## src/pinstrap_pkg.sv

```systemverilog
package pinstrap_pkg;
	// strap decoder: resistance arrives as a band index from the analogue front end (0 = lowest band)
	localparam int          BAND_W         = 5;
	localparam logic [4:0]  BAND_TRACK     = 5'h00;
	localparam logic [4:0]  BAND_ZERO      = 5'h11;
	// output voltage in millivolts
	localparam int          VOUT_W         = 13;
	localparam int          TEMP_W         = 12;
	localparam logic [11:0] OT_FAULT_RESET = 12'h0_073;
	localparam logic [11:0] OT_WARN_RESET  = 12'h0_069;
	localparam logic [11:0] TEMP_EXT_MIN   = 12'hF_D8;
	localparam logic [11:0] TEMP_EXT_MAX   = 12'h0_096;
	// gate drive in millivolts, 5.0 V to 8.5 V
	localparam logic [13:0] GATE_MIN       = 14'h1_388;
	localparam logic [13:0] GATE_MAX       = 14'h2_134;
	localparam logic [13:0] GATE_RESET     = 14'h1_388;
	localparam int          ADDR_PHASE_W   = 3;
	localparam int          PHASE_W        = 9;
	localparam int          CAL_NS         = 50000;
	localparam int          CLK_NS         = 5;
	localparam int          CAL_CYCLES     = CAL_NS / CLK_NS;
	typedef enum logic [2:0] {
		ST_BOOT  = 3'b000,
		ST_IDLE  = 3'b001,
		ST_CAL   = 3'b011,
		ST_SOFT  = 3'b010,
		ST_RUN   = 3'b110,
		ST_FAULT = 3'b111
	} run_state_t;
endpackage : pinstrap_pkg

```

## src/strap_decoder.sv

```systemverilog
`timescale 1ns/100ps
module strap_decoder (
	input  wire logic [4:0]  band,
	input  wire logic [2:0]  addr_low,
	output logic             track,
	output logic [12:0]      vout_mv,
	output logic [8:0]       phase_deg
);
	always_comb begin
		track   = (band == pinstrap_pkg::BAND_TRACK);
		case (band)
			5'h01:   vout_mv = 13'h0_258;
			5'h02:   vout_mv = 13'h0_2BC;
			5'h03:   vout_mv = 13'h0_2EE;
			5'h04:   vout_mv = 13'h0_320;
			5'h05:   vout_mv = 13'h0_352;
			5'h06:   vout_mv = 13'h0_384;
			5'h07:   vout_mv = 13'h0_3B6;
			5'h08:   vout_mv = 13'h0_3E8;
			5'h09:   vout_mv = 13'h0_41A;
			5'h0A:   vout_mv = 13'h0_44C;
			5'h0B:   vout_mv = 13'h0_4B0;
			5'h0C:   vout_mv = 13'h0_5DC;
			5'h0D:   vout_mv = 13'h0_708;
			5'h0E:   vout_mv = 13'h0_9C4;
			5'h0F:   vout_mv = 13'h0_CE4;
			5'h10:   vout_mv = 13'h1_388;
			default: vout_mv = 13'h0_000; // track band and open strap both give zero
		endcase
		case (addr_low)
			3'h0:    phase_deg = 9'h0_00;
			3'h1:    phase_deg = 9'h0_3C;
			3'h2:    phase_deg = 9'h0_78;
			3'h3:    phase_deg = 9'h0_B4;
			3'h4:    phase_deg = 9'h0_F0;
			3'h5:    phase_deg = 9'h1_2C;
			3'h6:    phase_deg = 9'h0_5A;
			default: phase_deg = 9'h1_0E;
		endcase
	end
endmodule : strap_decoder

```

## src/pinstrap_config_thermal_monitor.sv

```systemverilog
`timescale 1ns/100ps
module pinstrap_config_thermal_monitor #(
	parameter int CAL_COUNT = pinstrap_pkg::CAL_CYCLES
) (
	input  wire logic        REF_CLK,
	input  wire logic        RESETN,
	input  wire logic [4:0]  VSET_BAND,
	input  wire logic [2:0]  ADDR_LOW,
	input  wire logic        ENABLE,
	input  wire logic        CAL_CMD,
	input  wire logic        CAL_OK,
	input  wire logic        SOFT_DONE,
	input  wire logic        IN_REGULATION,
	input  wire logic [11:0] TEMP_INT,
	input  wire logic [11:0] TEMP_EXT,
	input  wire logic        REMOTE_DIODE_GROUNDED,
	input  wire logic [12:0] TRACKING_INPUT,
	input  wire logic        OT_FAULT_WR,
	input  wire logic        OT_WARN_WR,
	input  wire logic        GATE_WR,
	input  wire logic        PHASE_WR,
	input  wire logic        VOUT_WR,
	input  wire logic [13:0] HOST_DATA,
	input  wire logic        NV_STORE,
	input  wire logic        NV_VALID,
	input  wire logic [12:0] NV_VOUT,
	input  wire logic [8:0]  NV_PHASE,
	input  wire logic [11:0] NV_OT_FAULT,
	input  wire logic [11:0] NV_OT_WARN,
	input  wire logic [13:0] NV_GATE,
	input  wire logic        ALERT_CLEAR,
	output logic             NV_WRITE,
	output logic             TRACK_MODE,
	output logic [12:0]      VREF_MV,
	output logic [8:0]       PHASE_DEG,
	output logic [13:0]      GATE_DRIVE_MV,
	output logic [11:0]      OVERTEMP_FAULT_THRESHOLD,
	output logic [11:0]      OVERTEMP_WARN_THRESHOLD,
	output logic [11:0]      READ_TEMPERATURE_1,
	output logic [11:0]      READ_TEMPERATURE_2,
	output logic             OT_FAULT,
	output logic             CAL_ACTIVE,
	output logic             REGULATE,
	output logic             POWER_GOOD_OUTPUT_O,
	output logic             POWER_GOOD_OUTPUT_OE,
	output logic             ATTENTION_OUTPUT_O,
	output logic             ATTENTION_OUTPUT_OE
);
	logic                    rst_meta;
	logic                    rst_n;
	logic [1:0]              en_sync;
	logic [1:0]              sd_sync;
	logic [1:0]              diode_sync;
	logic                    en_prev;
	logic                    strapped;
	logic                    dec_track;
	logic [12:0]             dec_vout;
	logic [8:0]              dec_phase;
	logic [12:0]             vout_set;
	logic [31:0]             cal_cnt;
	logic                    alert;
	logic                    ext_ok;
	logic [11:0]             temp_used;
	pinstrap_pkg::run_state_t state;

	always_ff @(posedge REF_CLK or negedge RESETN) begin
		if (!RESETN) begin
			rst_meta <= 1'b0;
			rst_n    <= 1'b0;
		end else begin
			rst_meta <= 1'b1;
			rst_n    <= rst_meta;
		end
	end

	always_ff @(posedge REF_CLK or negedge rst_n) begin
		if (!rst_n) begin
			en_sync    <= 2'b00;
			sd_sync    <= 2'b00;
			diode_sync <= 2'b11;
			en_prev    <= 1'b0;
		end else begin
			en_sync    <= {en_sync[0], ENABLE};
			sd_sync    <= {sd_sync[0], SOFT_DONE};
			diode_sync <= {diode_sync[0], REMOTE_DIODE_GROUNDED};
			en_prev    <= en_sync[1];
		end
	end

	strap_decoder u_dec (
		.band      (VSET_BAND),
		.addr_low  (ADDR_LOW),
		.track     (dec_track),
		.vout_mv   (dec_vout),
		.phase_deg (dec_phase)
	);

	// configuration: straps latched once, nonvolatile copy overrides all but the track strap, host writes after
	always_ff @(posedge REF_CLK or negedge rst_n) begin
		if (!rst_n) begin
			strapped                 <= 1'b0;
			TRACK_MODE               <= 1'b0;
			vout_set                 <= '0;
			PHASE_DEG                <= '0;
			GATE_DRIVE_MV            <= pinstrap_pkg::GATE_RESET;
			OVERTEMP_FAULT_THRESHOLD <= pinstrap_pkg::OT_FAULT_RESET;
			OVERTEMP_WARN_THRESHOLD  <= pinstrap_pkg::OT_WARN_RESET;
		end else if (!strapped) begin
			strapped   <= 1'b1;
			TRACK_MODE <= dec_track;
			if (NV_VALID) begin
				vout_set                 <= NV_VOUT;
				PHASE_DEG                <= NV_PHASE;
				OVERTEMP_FAULT_THRESHOLD <= NV_OT_FAULT;
				OVERTEMP_WARN_THRESHOLD  <= NV_OT_WARN;
				GATE_DRIVE_MV            <= NV_GATE;
			end else begin
				vout_set  <= dec_vout;
				PHASE_DEG <= dec_phase;
			end
		end else begin
			if (OT_FAULT_WR)
				OVERTEMP_FAULT_THRESHOLD <= HOST_DATA[11:0];
			if (OT_WARN_WR)
				OVERTEMP_WARN_THRESHOLD <= HOST_DATA[11:0];
			if (VOUT_WR)
				vout_set <= HOST_DATA[12:0];
			// phase may only move while the output is off
			if (PHASE_WR && !REGULATE)
				PHASE_DEG <= HOST_DATA[8:0];
			if (GATE_WR) begin
				if (HOST_DATA < pinstrap_pkg::GATE_MIN)
					GATE_DRIVE_MV <= pinstrap_pkg::GATE_MIN;
				else if (HOST_DATA > pinstrap_pkg::GATE_MAX)
					GATE_DRIVE_MV <= pinstrap_pkg::GATE_MAX;
				else
					GATE_DRIVE_MV <= HOST_DATA;
			end
		end
	end

	// registered status outputs, all following their sources by one cycle
	always_ff @(posedge REF_CLK or negedge rst_n) begin
		if (!rst_n) begin
			VREF_MV            <= '0;
			NV_WRITE           <= 1'b0;
			READ_TEMPERATURE_1 <= '0;
			READ_TEMPERATURE_2 <= '0;
		end else begin
			VREF_MV            <= TRACK_MODE ? TRACKING_INPUT : vout_set;
			NV_WRITE           <= NV_STORE && strapped;
			READ_TEMPERATURE_1 <= TEMP_INT;
			READ_TEMPERATURE_2 <= TEMP_EXT;
		end
	end

	// temperature selection; grounded diode or out-of-range reading falls back
	always_comb begin
		ext_ok    = !diode_sync[1] && ($signed(TEMP_EXT) >= $signed(pinstrap_pkg::TEMP_EXT_MIN))
		            && ($signed(TEMP_EXT) <= $signed(pinstrap_pkg::TEMP_EXT_MAX));
		temp_used = ext_ok ? TEMP_EXT : TEMP_INT;
	end

	always_ff @(posedge REF_CLK or negedge rst_n) begin
		if (!rst_n)
			OT_FAULT <= 1'b0;
		else if ($signed(temp_used) >= $signed(OVERTEMP_FAULT_THRESHOLD))
			OT_FAULT <= 1'b1;
		else if ($signed(temp_used) < $signed(OVERTEMP_WARN_THRESHOLD))
			OT_FAULT <= 1'b0;
	end

	// sequencer
	always_ff @(posedge REF_CLK or negedge rst_n) begin
		if (!rst_n) begin
			state   <= pinstrap_pkg::ST_BOOT;
			cal_cnt <= '0;
		end else begin
			case (state)
				pinstrap_pkg::ST_BOOT:
					if (strapped)
						state <= pinstrap_pkg::ST_IDLE;
				pinstrap_pkg::ST_IDLE: begin
					cal_cnt <= '0;
					if (OT_FAULT)
						state <= pinstrap_pkg::ST_FAULT;
					else if ((en_sync[1] && !en_prev) || CAL_CMD)
						state <= pinstrap_pkg::ST_CAL;
				end
				pinstrap_pkg::ST_CAL: begin
					cal_cnt <= cal_cnt + 32'd1;
					if (OT_FAULT)
						state <= pinstrap_pkg::ST_FAULT;
					else if (cal_cnt >= CAL_COUNT - 1)
						state <= (CAL_OK && en_sync[1]) ? pinstrap_pkg::ST_SOFT : pinstrap_pkg::ST_IDLE;
				end
				pinstrap_pkg::ST_SOFT:
					if (OT_FAULT)
						state <= pinstrap_pkg::ST_FAULT;
					else if (!en_sync[1])
						state <= pinstrap_pkg::ST_IDLE;
					else if (sd_sync[1])
						state <= pinstrap_pkg::ST_RUN;
				pinstrap_pkg::ST_RUN:
					if (OT_FAULT)
						state <= pinstrap_pkg::ST_FAULT;
					else if (!en_sync[1])
						state <= pinstrap_pkg::ST_IDLE;
					else if (CAL_CMD)
						state <= pinstrap_pkg::ST_CAL;
				pinstrap_pkg::ST_FAULT: begin
					cal_cnt <= '0;
					if (!OT_FAULT)
						state <= en_sync[1] ? pinstrap_pkg::ST_CAL : pinstrap_pkg::ST_IDLE;
				end
				default:
					state <= pinstrap_pkg::ST_BOOT;
			endcase
		end
	end

	assign CAL_ACTIVE = (state == pinstrap_pkg::ST_CAL);
	assign REGULATE   = (state == pinstrap_pkg::ST_SOFT) || (state == pinstrap_pkg::ST_RUN);

	// power-good: open drain, released high only in steady regulation
	always_ff @(posedge REF_CLK or negedge rst_n) begin
		if (!rst_n)
			POWER_GOOD_OUTPUT_OE <= 1'b1;
		else
			POWER_GOOD_OUTPUT_OE <= !((state == pinstrap_pkg::ST_RUN) && IN_REGULATION && !OT_FAULT);
	end
	assign POWER_GOOD_OUTPUT_O = 1'b0;

	// alert is sticky: a new fault in the clear cycle wins
	always_ff @(posedge REF_CLK or negedge rst_n) begin
		if (!rst_n)
			alert <= 1'b0;
		else if (OT_FAULT || (state == pinstrap_pkg::ST_CAL && cal_cnt >= CAL_COUNT - 1 && !CAL_OK))
			alert <= 1'b1;
		else if (ALERT_CLEAR)
			alert <= 1'b0;
	end
	assign ATTENTION_OUTPUT_O  = 1'b0;
	assign ATTENTION_OUTPUT_OE = alert;

	straps_once_a: assert property (@(posedge REF_CLK) disable iff (!rst_n)
		$past(strapped) |-> $stable(TRACK_MODE)) else $error("strap result changed");
	fault_set_a: assert property (@(posedge REF_CLK) disable iff (!rst_n)
		$signed(temp_used) >= $signed(OVERTEMP_FAULT_THRESHOLD) |=> OT_FAULT) else $error("fault missed");
	fault_hold_a: assert property (@(posedge REF_CLK) disable iff (!rst_n)
		OT_FAULT && $signed(temp_used) >= $signed(OVERTEMP_WARN_THRESHOLD) |=> OT_FAULT)
		else $error("fault cleared early");
	fault_stop_a: assert property (@(posedge REF_CLK) disable iff (!rst_n)
		OT_FAULT |-> ##2 (POWER_GOOD_OUTPUT_OE && !REGULATE)) else $error("fault kept regulating");
	restart_a: assert property (@(posedge REF_CLK) disable iff (!rst_n)
		state == pinstrap_pkg::ST_FAULT && !OT_FAULT && en_sync[1] |=> CAL_ACTIVE)
		else $error("no restart");
	temp_sel_a: assert property (@(posedge REF_CLK) disable iff (!rst_n)
		diode_sync[1] |-> temp_used == TEMP_INT) else $error("grounded diode used");
	gate_range_a: assert property (@(posedge REF_CLK) disable iff (!rst_n)
		$past(GATE_WR) && strapped && $past(strapped) |-> GATE_DRIVE_MV >= pinstrap_pkg::GATE_MIN
		&& GATE_DRIVE_MV <= pinstrap_pkg::GATE_MAX) else $error("gate out of range");
	pg_release_a: assert property (@(posedge REF_CLK) disable iff (!rst_n)
		!POWER_GOOD_OUTPUT_OE |-> $past(state == pinstrap_pkg::ST_RUN && IN_REGULATION))
		else $error("power-good early");
	track_ref_a: assert property (@(posedge REF_CLK) disable iff (!rst_n)
		TRACK_MODE && $past(TRACK_MODE) |-> VREF_MV == $past(TRACKING_INPUT))
		else $error("tracking ignored");
	alert_a: assert property (@(posedge REF_CLK) disable iff (!rst_n)
		OT_FAULT |=> ATTENTION_OUTPUT_OE) else $error("alert missing");
	cal_on_en_a: assert property (@(posedge REF_CLK) disable iff (!rst_n)
		state == pinstrap_pkg::ST_IDLE && en_sync[1] && !en_prev && !OT_FAULT |=> CAL_ACTIVE)
		else $error("enable without calibration");
	run_c: cover property (@(posedge REF_CLK) disable iff (!rst_n) state == pinstrap_pkg::ST_RUN);
	fault_c: cover property (@(posedge REF_CLK) disable iff (!rst_n) state == pinstrap_pkg::ST_FAULT);
	recal_c: cover property (@(posedge REF_CLK) disable iff (!rst_n)
		state == pinstrap_pkg::ST_RUN && CAL_CMD);
endmodule : pinstrap_config_thermal_monitor

```

## config.mk

```make
export PLATFORM = sky130hd
export DESIGN_NAME = pinstrap_config_thermal_monitor
export DESIGN_NICKNAME = d
export VERILOG_FILES = /design/src/pinstrap_pkg.sv /design/src/strap_decoder.sv /design/src/pinstrap_config_thermal_monitor.sv
export SDC_FILE = /design/constraint.sdc
export NUM_CORES = 1
export LEC_CHECK = 0
export BUFFER_PORTS_ARGS = -buffer_cell sky130_fd_sc_hd__buf_2
export CORE_ASPECT_RATIO = 0.5
export CORE_UTILIZATION = 30
export DETAILED_ROUTE_END_ITERATION = 10
export GPL_ROUTABILITY_DRIVEN = 0
export PLACE_DENSITY_LB_ADDON = 0.25
export SLEW_MARGIN = 20
export SYNTH_ARGS = -nofsm -noshare
export SYNTH_HDL_FRONTEND = slang
export SYNTH_HIERARCHICAL = 1
export SYNTH_SLANG_ARGS = --single-unit
```

## constraint.sdc

```tcl
create_clock -name REF_CLK -period 5.9 [get_ports REF_CLK]
set_input_delay 1.77 -clock REF_CLK [delete_from_list [all_inputs] [get_ports REF_CLK]]
set_output_delay 1.77 -clock REF_CLK [all_outputs]
set_load 0.1 [all_outputs]
```

==> flow_metrics.env, run 1 <==
export IMPL_rsz0062_at_grt="no"
export IMPL_overflow=0
export IMPL_grt_pass1_wl_um=37980
export IMPL_postCtsHoldBufs=0
export IMPL_post_cts_buffers=0
export IMPL_maxCapViolations=0
export IMPL_drv_slew=0
export IMPL_max_vdd_ir_drop_uv=199.1
export IMPL_synthFlopType="dfrtp_1"
export IMPL_drtIter0Drc=428
export IMPL_clk_path_buf_depth=2
export IMPL_clock_sinks=147
export IMPL_grt_start_max_net_pins=109
export IMPL_layout_cells_non_filler=1378
export IMPL_slowest_delay_ns=0.54
export IMPL_yosys_warnings=6
export IMPL_post_place_cells=1345
export IMPL_critPathKind="in -> reg"
export IMPL_async_reset_ff_frac=1.000
export IMPL_ys_seq_elements=147
export IMPL_num_vias=6919
export IMPL_dieArea_um2=27060
export IMPL_synth_area_leaders="dfrtp_1, mux2i_1, o21ai_0"
export IMPL_cts_clk_slew_worst_paths_ns=0.06
export IMPL_cp_slowest_cell="or4_1"
export IMPL_syn2layout_area_growth_pct=24.73
export IMPL_crit_required_ns=6.20
export IMPL_initial_core_util=0.3096
export IMPL_viasPerCell=5.021
export IMPL_final_seq_area_um2=3707
export IMPL_timing_hold_violations_final=0
export IMPL_synth_edf_count=0
export IMPL_max_freq_mhz=231.4
export IMPL_die_h_um=116.8
export IMPL_yosysUniqueCellTypes=69
export IMPL_hpwl_um=18210
export IMPL_wirelength_um=24590
export IMPL_yosysTopAreaCellShare=0.4113
export IMPL_port_buffer_count=225
export IMPL_clock_latency_ns=0.43
export IMPL_drive_gt1_frac=0.3078
export IMPL_powerDensity_nw_per_um2=359.0
export IMPL_io_pins=228
export IMPL_start_kind="input port"
export IMPL_core_um2=25550
export IMPL_fill_cells=2610
export IMPL_clockRootBuffer="clkbuf_16"
export IMPL_antenna_left=0
export IMPL_die_w_um=231.6
export IMPL_setup_tns_ns=0
export IMPL_clock_skew_ns=0.01547
export IMPL_status="finished clean"
export IMPL_cp_max_fo=9
export IMPL_yosysMostFrequentCell="dfrtp_1"
export IMPL_cts_resized=0
export IMPL_finalCriticalPeriod_ns=4.321
export IMPL_nets=1184
export IMPL_syn_inst=816
export IMPL_p_leak_uw=0.004727
export IMPL_yosysSeqAreaShare=0.4678
export IMPL_setup_viol=0
export IMPL_cts_max_level=4
export IMPL_grt_pass1_vias=6688
export IMPL_yosys_top_cells_count="dfrtp_1, o21ai_0, nand2_1"
export IMPL_multi_input_area_um2=3810
export IMPL_cts_tree="done"
export IMPL_relSlewSlack=0.2955
export IMPL_yosysTopAreaCell="dfrtp_1"
export IMPL_cts_buffers=17
export IMPL_syn_area_um2=7909
export IMPL_synth_avg_cell_area_um2=9.692
export IMPL_period_share=0.7324
export IMPL_path_delay_family="compound AO/OA/AOI/OAI gates"
export IMPL_cp_arrival_ns=4.62
export IMPL_crit_buf_inv=1
export IMPL_drc=0
export IMPL_holdCritPathClass="reg -> async"
export IMPL_worstMarginPinSlew_ns=1.054
export IMPL_antenna_found_initial=1
export IMPL_firstDrtPassIters=5
export IMPL_crit_chain="buf_2 -> or4_1 -> nor2_1 -> a21oi_2 -> mux2_2 -> ha_1 -> a21o_1 -> a2111oi_0 -> o21ai_0 -> a221oi_1 -> mux2i_1"
export IMPL_track_usage=0.1873
export IMPL_rows=41
export IMPL_endpoint_kind="flop"
export IMPL_wl_per_cell_um=17.84
export IMPL_timing_hold_ws_ns=0.3101
[per-layer routing]
| layer | global-route usage | part of all wire | up-vias |
|---|---|---|---|
| li1 | - | - | 3360 |
| met1 | 0.2380 | 0.44 | 3365 |
| met2 | 0.3170 | 0.50 | 163 |
| met3 | 0.03997 | 0.041 | 31 |
| met4 | 0.07061 | 0.019 | 0 |
| met5 | 0 | 0 | - |
[path summary, 6_finish.rpt]
path                       depth (start not counted)     startpoint     endpoint  slack, ns
max in group asynchronous                          1          rst_n     strapped       4.54
min reg2reg                                        0          rst_n  cal_cnt[20]       0.31
max                                               11   TEMP_EXT[11]     OT_FAULT       1.58
min                                                0          rst_n  cal_cnt[20]       0.31
min in group REF_CLK                               0       rst_meta        rst_n       0.35
max reg2reg                                       10  diode_sync[1]     OT_FAULT       2.73
[cell usage in the layout (no fill, tap or decap), types with 24 or more instances in the layout]
cell	count
dfrtp_1	128
ha_1	29
a211oi_1	24
o21ai_0	89
nor2_1	45
mux2i_1	50
buf_2	225
inv_1	42
nand3_1	35
nor2b_1	24
a21oi_1	54
nand2_1	61
[area by class of cell]
type	instances	area share
Clock buffer	20	0.04528
Multi-Input combinational cell	579	0.3862
Tap cell	344	0.04363
Antenna cell	1	0.0002537
Clock inverter	12	0.01167
Timing Repair Buffer	232	0.1208
Inverter	43	0.01636
Sequential cell	147	0.3758
[power breakdown]
group | switching [uW] | leakage (uW) | internal (uW)
Sequential | 102 | 0.00177 | 1120
Combinational | 978 | 0.00268 | 289
Clock | 428 | 0.000279 | 626
Total | 1510 | 0.00473 | 2030
[worst reg2reg max path: cells and delay by family (launching register included)]
kind / cells / cell delay, ns
AOI/OAI and AO/OA: 5 / 1.24
adders and majority gates: 1 / 0.30
DFF: 1 / 0.37
muxes: 2 / 0.47
and+or+nand+nor: 2 / 0.68
[state kept, by name (all words and copies together), names as in the netlist, 2 cells and up]
name / flops
en_sync: 2
PHASE_DEG: 9
VREF_MV: 13
READ_TEMPERATURE_1: 12
sd_sync: 2
GATE_DRIVE_MV: 14
OVERTEMP_FAULT_THRESHOLD: 12
cal_cnt: 32
diode_sync: 2
READ_TEMPERATURE_2: 12
vout_set: 13
OVERTEMP_WARN_THRESHOLD: 12
state: 3
[kinds of logic after synthesis]
group / share of synthesized area
AO/OA/AOI/OAI: 0.1796
XOR/XNOR: 0.001108
adder cells (fa/ha/maj): 0.04588
buffers and inverters: 0.05189
flip-flops: 0.4678
multiplexers: 0.09650
other: 0.001424
AND/OR/NAND/NOR: 0.1558
[metrics by stage]
stage	instance area [um2]	utilization	total power [uW]	worst slack, ns
CTS	9862	0.3860	3578	1.637
global route	9864	0.3861	3723	1.426
global placement	9300	0.3640	2486	1.210
floorplan	7920	-	2210	1.531
detailed placement	9300	0.3640	2509	1.160
finish	9864	0.3861	3541	1.579
(Power assumes the default switching activity.)
==> run 2: changes to the inputs <==
- ABC_AREA: default -> 1
- clock period: 5.9 -> 3.8 ns (I/O delays scaled with it)
==> run 2 against run 1 <==
Effect of this change: total power grew 61%; clock skew is 0.0082 ns lower; area after synthesis is 0.22% lower; sequential power increased by 53%; non-clock buffer count rose by 4; largest cell class is now registers; largest power group unchanged.
==> flow_metrics.env, run 2 <==
export IMPL_status="finished clean"
export IMPL_yosys_warnings=6
export IMPL_period_share=0.8385
export IMPL_cp_arrival_ns=3.51
export IMPL_pwr_share_comb=0.362
export IMPL_layout_common_cells="buf_2, nand2_1, dfrtp_1"
export IMPL_port_buffer_count=225
export IMPL_track_usage=0.1941
export IMPL_synth_top_family_by_area="simple AND/OR/NAND/NOR gates"
export IMPL_reg_top3="cal_cnt: 32 flops, GATE_DRIVE_MV: 14 flops"
export IMPL_postCtsHoldBufs=0
export IMPL_holdCritPathClass="reg -> reg"
export IMPL_cp_max_fo=10
export IMPL_start_kind="input port"
export IMPL_met3_usage=0.03979
export IMPL_drive_gt1_frac=0.2732
export IMPL_synth_avg_cell_area_um2=8.186
export IMPL_antenna_found_initial=3
export IMPL_grt_pass1_wl_um=39740
export IMPL_clk_path_buf_depth=2
export IMPL_grt_busiest_layer="met2"
export IMPL_r2r_worst_path_cells=12
export IMPL_setup_viol=0
export IMPL_initial_core_util=0.3095
export IMPL_max_vdd_ir_drop_uv=342.4
export IMPL_layout_commonest_cell="buf_2"
export IMPL_multi_input_area_um2=3595
export IMPL_use_met1=0.2365
export IMPL_maxCapViolations=0
export IMPL_drtIter0Drc=593
export IMPL_dieArea_um2=27000
export IMPL_synth_edf_count=0
export IMPL_timing_hold_violations_final=0
export IMPL_drv_slew=0
export IMPL_final_seq_area_um2=3704
export IMPL_timing_hold_ws_ns=0.3488
export IMPL_rrSetupSlack_ns=1.33
export IMPL_cts_tree="done"
export IMPL_cts_resized=0
export IMPL_powerDensity_nw_per_um2=569.2
export IMPL_synth_compound_area_frac=0.1655
export IMPL_die_w_um=231.4
export IMPL_synthFlopType="dfrtp_1"
export IMPL_yosysUniqueCellTypes=56
export IMPL_clock_latency_ns=0.43
export IMPL_yosysTopAreaCell="dfrtp_1"
export IMPL_syn2layout_area_growth_pct=26.70
export IMPL_nets=1348
export IMPL_crit_required_ns=4.12
export IMPL_worstMarginPinSlew_ns=0.9444
export IMPL_cts_buffers=17
export IMPL_p_leak_uw=0.004894
export IMPL_whs_endpoint="en_sync[1]"
export IMPL_cts_clk_slew_worst_paths_ns=0.07
export IMPL_wirelength_um=25890
export IMPL_post_place_cells=1509
export IMPL_min_delay_start="en_sync[0]"
export IMPL_holdPathStages=0
export IMPL_setup_tns_ns=0
export IMPL_rows=41
export IMPL_p_sw_frac=0.4423
export IMPL_yosysSeqAreaShare=0.4688
export IMPL_synthXorXnorAreaFrac=0.003330
export IMPL_use_met2=0.3437
export IMPL_syn_area_um2=7891
export IMPL_largest_reg_flops=32
export IMPL_drc=0
export IMPL_wl_per_cell_um=16.77
export IMPL_endpoint_kind="flop"
export IMPL_core_um2=25500
export IMPL_setup_slack_ns=0.6136
export IMPL_yosys_top_cells_count="nand2_1, dfrtp_1, nor2_1"
export IMPL_post_cts_buffers=0
export IMPL_synth_area_leaders="dfrtp_1, nand2_1, dfstp_2"
export IMPL_clock_skew_ns=0.007276
export IMPL_power_internal_uw=3174
export IMPL_clock_sinks=147
export IMPL_cts_max_level=4
export IMPL_power_frac_seq=0.329
export IMPL_rsz0062_at_grt="no"
export IMPL_max_freq_mhz=313.8
export IMPL_dp_slack_ns=0.1652
export IMPL_timing_rr_end="OT_FAULT"
export IMPL_layout_cells_non_filler=1544
export IMPL_antenna_left=0
export IMPL_synth_mux_area_frac=0.01855
export IMPL_die_h_um=116.7
export IMPL_async_reset_ff_frac=1.000
export IMPL_grt_start_max_net_pins=72
export IMPL_switching_power_uw=2517
export IMPL_yosys_area_share_adder=0.04598
export IMPL_synth_simple_area_share=0.2193
export IMPL_fill_cells=2629
export IMPL_viasPerCell=4.840
export IMPL_hpwl_um=19900
export IMPL_firstDrtPassIters=5
export IMPL_syn_inst=964
export IMPL_critPathKind="in -> reg"
export IMPL_yosysMostFrequentCell="nand2_1"
export IMPL_io_pins=228
export IMPL_num_vias=7473
export IMPL_grt_pass1_vias=7255
export IMPL_regMostFlops="cal_cnt"
export IMPL_clockRootBuffer="clkbuf_16"
export IMPL_r2r_start="diode_sync[1]"
export IMPL_ys_seq_elements=147
export IMPL_yosysTopAreaCellShare=0.4122
export IMPL_overflow=0
export IMPL_relSlewSlack=0.3681
export IMPL_pwr_share_clk=0.309
export IMPL_finalCriticalPeriod_ns=3.186
==> run 2: cell count changes after synthesis, sizes merged, moves of 17 or more <==
cell    previous run  this run
inv               43       113
nand2             61       194
nor2              45       121
a211oi            24         1
mux2i             50         0
nor2b             26         0
o221ai             1        18
==> run 2: layout make-up <==
| cell class | instances | area share |
|---|---|---|
| sequential | 147 | 0.3704 |
| multi-input combinational | 667 | 0.3595 |
| timing repair buffer | 236 | 0.1221 |
| clock buffer | 18 | 0.04392 |
| inverter | 115 | 0.04330 |
| tap | 344 | 0.04305 |
| clock inverter | 14 | 0.01689 |
| antenna | 3 | 0.0007508 |
==> run 2: critical path: stages <==
cell	delay [ns]
buf_2	0.14
nand2_1	0.08
nand2_1	0.06
nand3b_1	0.07
a21oi_1	0.22
nand2_1	0.17
buf_4	0.21
nand2_1	0.06
nand2_1	0.07
ha_1	0.31
a21oi_1	0.15
nor2_1	0.05
a2111oi_0	0.48
nand3_1	0.14
nand3_1	0.10
nand2_1	0.05
==> run 2: logic make-up after synthesis <==
group                    Yosys count
buffers and inverters            153
adder cells (fa/ha/maj)           29
AO/OA/AOI/OAI                    221
multiplexers                      13
other                              3
flip-flops                       147
XOR/XNOR                           3
AND/OR/NAND/NOR                  395
==> run 2: worst max path at each step <==
| stage | end | slack (ns) | cells past startpoint | from |
|---|---|---|---|---|
| 6_report | OT_FAULT | 0.61 | 16 | TEMP_EXT[3] |
| 5_1_grt | OT_FAULT | 0.21 | 15 | TEMP_EXT[7] |
| 4_1_cts | OT_FAULT | 0.62 | 16 | TEMP_EXT[3] |
| 3_5_place_dp | OT_FAULT | 0.17 | 16 | TEMP_EXT[3] |
| 3_3_place_gp | OT_FAULT | 0.23 | 15 | TEMP_EXT[3] |
| 2_1_floorplan | OT_FAULT | 0.39 | 15 | TEMP_EXT[6] |
==> run 2: metal layers <==
metal  vias to the layer above  wire [um]
met5                         -          0
met4                         0        409
met3                        26       1003
met2                       155      13270
met1                      3617      11210
li1                       3675          -
==> run 2: through the flow <==
step | total power, uW | cell area [um2] | util
floorplan | 3413 | 7904 | -
global placement | 3927 | 9383 | 0.3680
detailed placement | 3955 | 9383 | 0.3680
CTS | 5724 | 9991 | 0.3919
global route | 5948 | 9996 | 0.3921
finish | 5691 | 9998 | 0.3922
==> run 2: power groups by stage <==
| stage | sequential [uW] | clock (uW) | combinational, uW |
|---|---|---|---|
| after floorplan | 2700 | 0 | 710 |
| after global placement | 1900 | 0 | 2030 |
| after detailed placement | 1900 | 0 | 2050 |
| after CTS | 1870 | 1790 | 2060 |
| after global routing | 1900 | 1860 | 2190 |
| final | 1870 | 1760 | 2060 |
==> run 3: changes to the inputs <==
- ABC_AREA: 1 -> 0
- clock period: 3.8 -> 2.6 ns (I/O delays scaled with it)
==> run 3 against run 2 <==
Effect of this change: the run now ends with negative setup slack left; first-iteration DRC count shrank 26%; wire length shrank 1.2%; clock power grew 43%; combinational power grew 51%; highest routed layer unchanged; cell count shrank 7.3%; non-clock buffer count grew 50; register-to-register slack lost 1.5 ns; hold slack lost 0.23 ns; flip-flop and latch count is the same; setup slack lost 1.0 ns; utilization grew 1.5 points.
==> flow_metrics.env, run 3 (synthesis gave the netlist of run 1 again) <==
export IMPL_setup_viol=1
export IMPL_firstDrtPassIters=4
export IMPL_timing_hold_ws_ns=0.1187
export IMPL_cp_slowest_cell="or4_4"
export IMPL_wirelength_um=25590
export IMPL_post_route_util=0.4072
export IMPL_die_w_um=231.6
export IMPL_worstMarginPinSlew_ns=0.6000
export IMPL_dp_slack_ns=-0.9142
export IMPL_period_share=1.148
export IMPL_cts_tree="done"
export IMPL_crit_required_ns=2.91
export IMPL_clockRootBuffer="clkbuf_16"
export IMPL_nets=1238
export IMPL_start_kind="input port"
export IMPL_grt_pass1_vias=7105
export IMPL_setup_slack_ns=-0.3836
export IMPL_layout_cells_non_filler=1431
export IMPL_max_vdd_ir_drop_uv=502.8
export IMPL_maxCapViolations=0
export IMPL_cp_arrival_ns=3.29
export IMPL_overflow=0
export IMPL_powerDensity_nw_per_um2=803.2
export IMPL_drv_slew=0
export IMPL_drtIter0Drc=440
export IMPL_critPathKind="in -> reg"
export IMPL_violations="negative setup slack"
export IMPL_post_place_cells=1396
export IMPL_regMostFlops="cal_cnt"
export IMPL_finalCriticalPeriod_ns=2.984
export IMPL_viasPerCell=4.935
export IMPL_die_h_um=116.8
export IMPL_rows=41
export IMPL_antenna_left=0
export IMPL_p_leak_uw=0.005024
export IMPL_layout_commonest_cell="buf_2"
export IMPL_slowest_delay_ns=0.55
export IMPL_dieArea_um2=27060
export IMPL_initial_core_util=0.3096
export IMPL_drive_gt1_frac=0.3514
export IMPL_core_um2=25550
export IMPL_timing_hold_violations_final=0
export IMPL_antennaDiodeCount=0
export IMPL_drc=0
export IMPL_num_vias=7062
export IMPL_relSlewSlack=0.6000
export IMPL_postCtsHoldBufs=0
export IMPL_grt_pass1_wl_um=39320
export IMPL_largest_reg_flops=32
export IMPL_grt_start_max_net_pins=59
export IMPL_crit_chain="buf_2 -> or4_4 -> nor2_4 -> a21oi_4 -> buf_6 -> mux2_2 -> ha_1 -> a21o_1 -> a2111oi_2 -> o21ai_1 -> a221oi_1 -> mux2i_1"
export IMPL_placed_area_um2=9753
export IMPL_endpoint_kind="flop"
export IMPL_cts_max_level=4
export IMPL_holdCritPathClass="in -> async"
export IMPL_clock_latency_ns=0.44
export IMPL_clock_sinks=147
export IMPL_clk_path_buf_depth=2
export IMPL_cts_buffers=17
export IMPL_cp_max_fo=6
export IMPL_wl_per_cell_um=17.88
export IMPL_max_freq_mhz=335.2
export IMPL_hpwl_um=19560
export IMPL_reg_top3="cal_cnt: 32 flops, GATE_DRIVE_MV: 14 flops"
export IMPL_cts_clk_slew_worst_paths_ns=0.06
export IMPL_layout_common_cells="buf_2, dfrtp_1, o21ai_0"
export IMPL_fin_area_um2=10400
export IMPL_port_buffer_count=225
export IMPL_syn2layout_area_growth_pct=31.53
export IMPL_clock_skew_ns=0.009699
export IMPL_track_usage=0.1934
export IMPL_antenna_found_initial=0
export IMPL_status="complete, but fails checks"
export IMPL_rsz0062_at_grt="yes"
export IMPL_io_pins=228
-- run 3: area by class of cell --
cell class	count	area [um2]
Sequential cell	147	3709
Fill cell	2547	15140
Timing Repair Buffer	286	1628
Clock inverter	8	100.1
Multi-Input combinational cell	579	3879
Inverter	43	165.2
Clock buffer	24	491.7
Tap cell	344	430.4
-- run 3: power breakdown --
part / switching [uW] / internal [uW] / total [uW]
registers: 192 / 2540 / 2730
clock network: 997 / 1510 / 2510
logic: 2310 / 801 / 3110
-- run 3: final timing paths --
check / start / to / slack (ns) / cells past startpoint
max: TEMP_EXT[11] / OT_FAULT / -0.38 / 12
min: RESETN / rst_n / 0.12 / 1
max reg2reg: diode_sync[1] / OT_FAULT / -0.21 / 11
min reg2reg: rst_n / READ_TEMPERATURE_2[0] / 0.33 / 0
max in group asynchronous: rst_n / OVERTEMP_FAULT_THRESHOLD[0] / 1.50 / 1
min in group REF_CLK: sd_sync[0] / sd_sync[1] / 0.35 / 0
-- run 3: stage by stage --
step	setup TNS [ns]	total power [uW]
2_1_floorplan	-0.6216	5021
3_3_place_gp	-0.9042	5815
3_5_place_dp	-0.9142	5848
4_1_cts	-0.3787	8406
5_1_grt	-0.5122	8778
6_report	-0.3836	8355
-- run 3: timing repair --
action	CTS	global route
setup endpoints to repair	2	2
setup buffers	2	1
gates resized for setup	7	3
pin swaps	5	0
-- run 3: routing by layer --
| layer | track usage | vias up | part of all wire |
|---|---|---|---|
| met5 | 0 | - | 0 |
| met4 | 0.08333 | 0 | 0.027 |
| met3 | 0.03755 | 36 | 0.034 |
| met2 | 0.3355 | 126 | 0.50 |
| met1 | 0.2383 | 3443 | 0.44 |
| li1 | - | 3457 | - |
-- run 3: critical path, delay by kind of cell --
kind | cells | cell delay, ns
simple gates | 2 | 0.69
mux | 2 | 0.39
compound gates | 5 | 0.99
fa+ha+maj | 1 | 0.18
buf+inv | 2 | 0.25
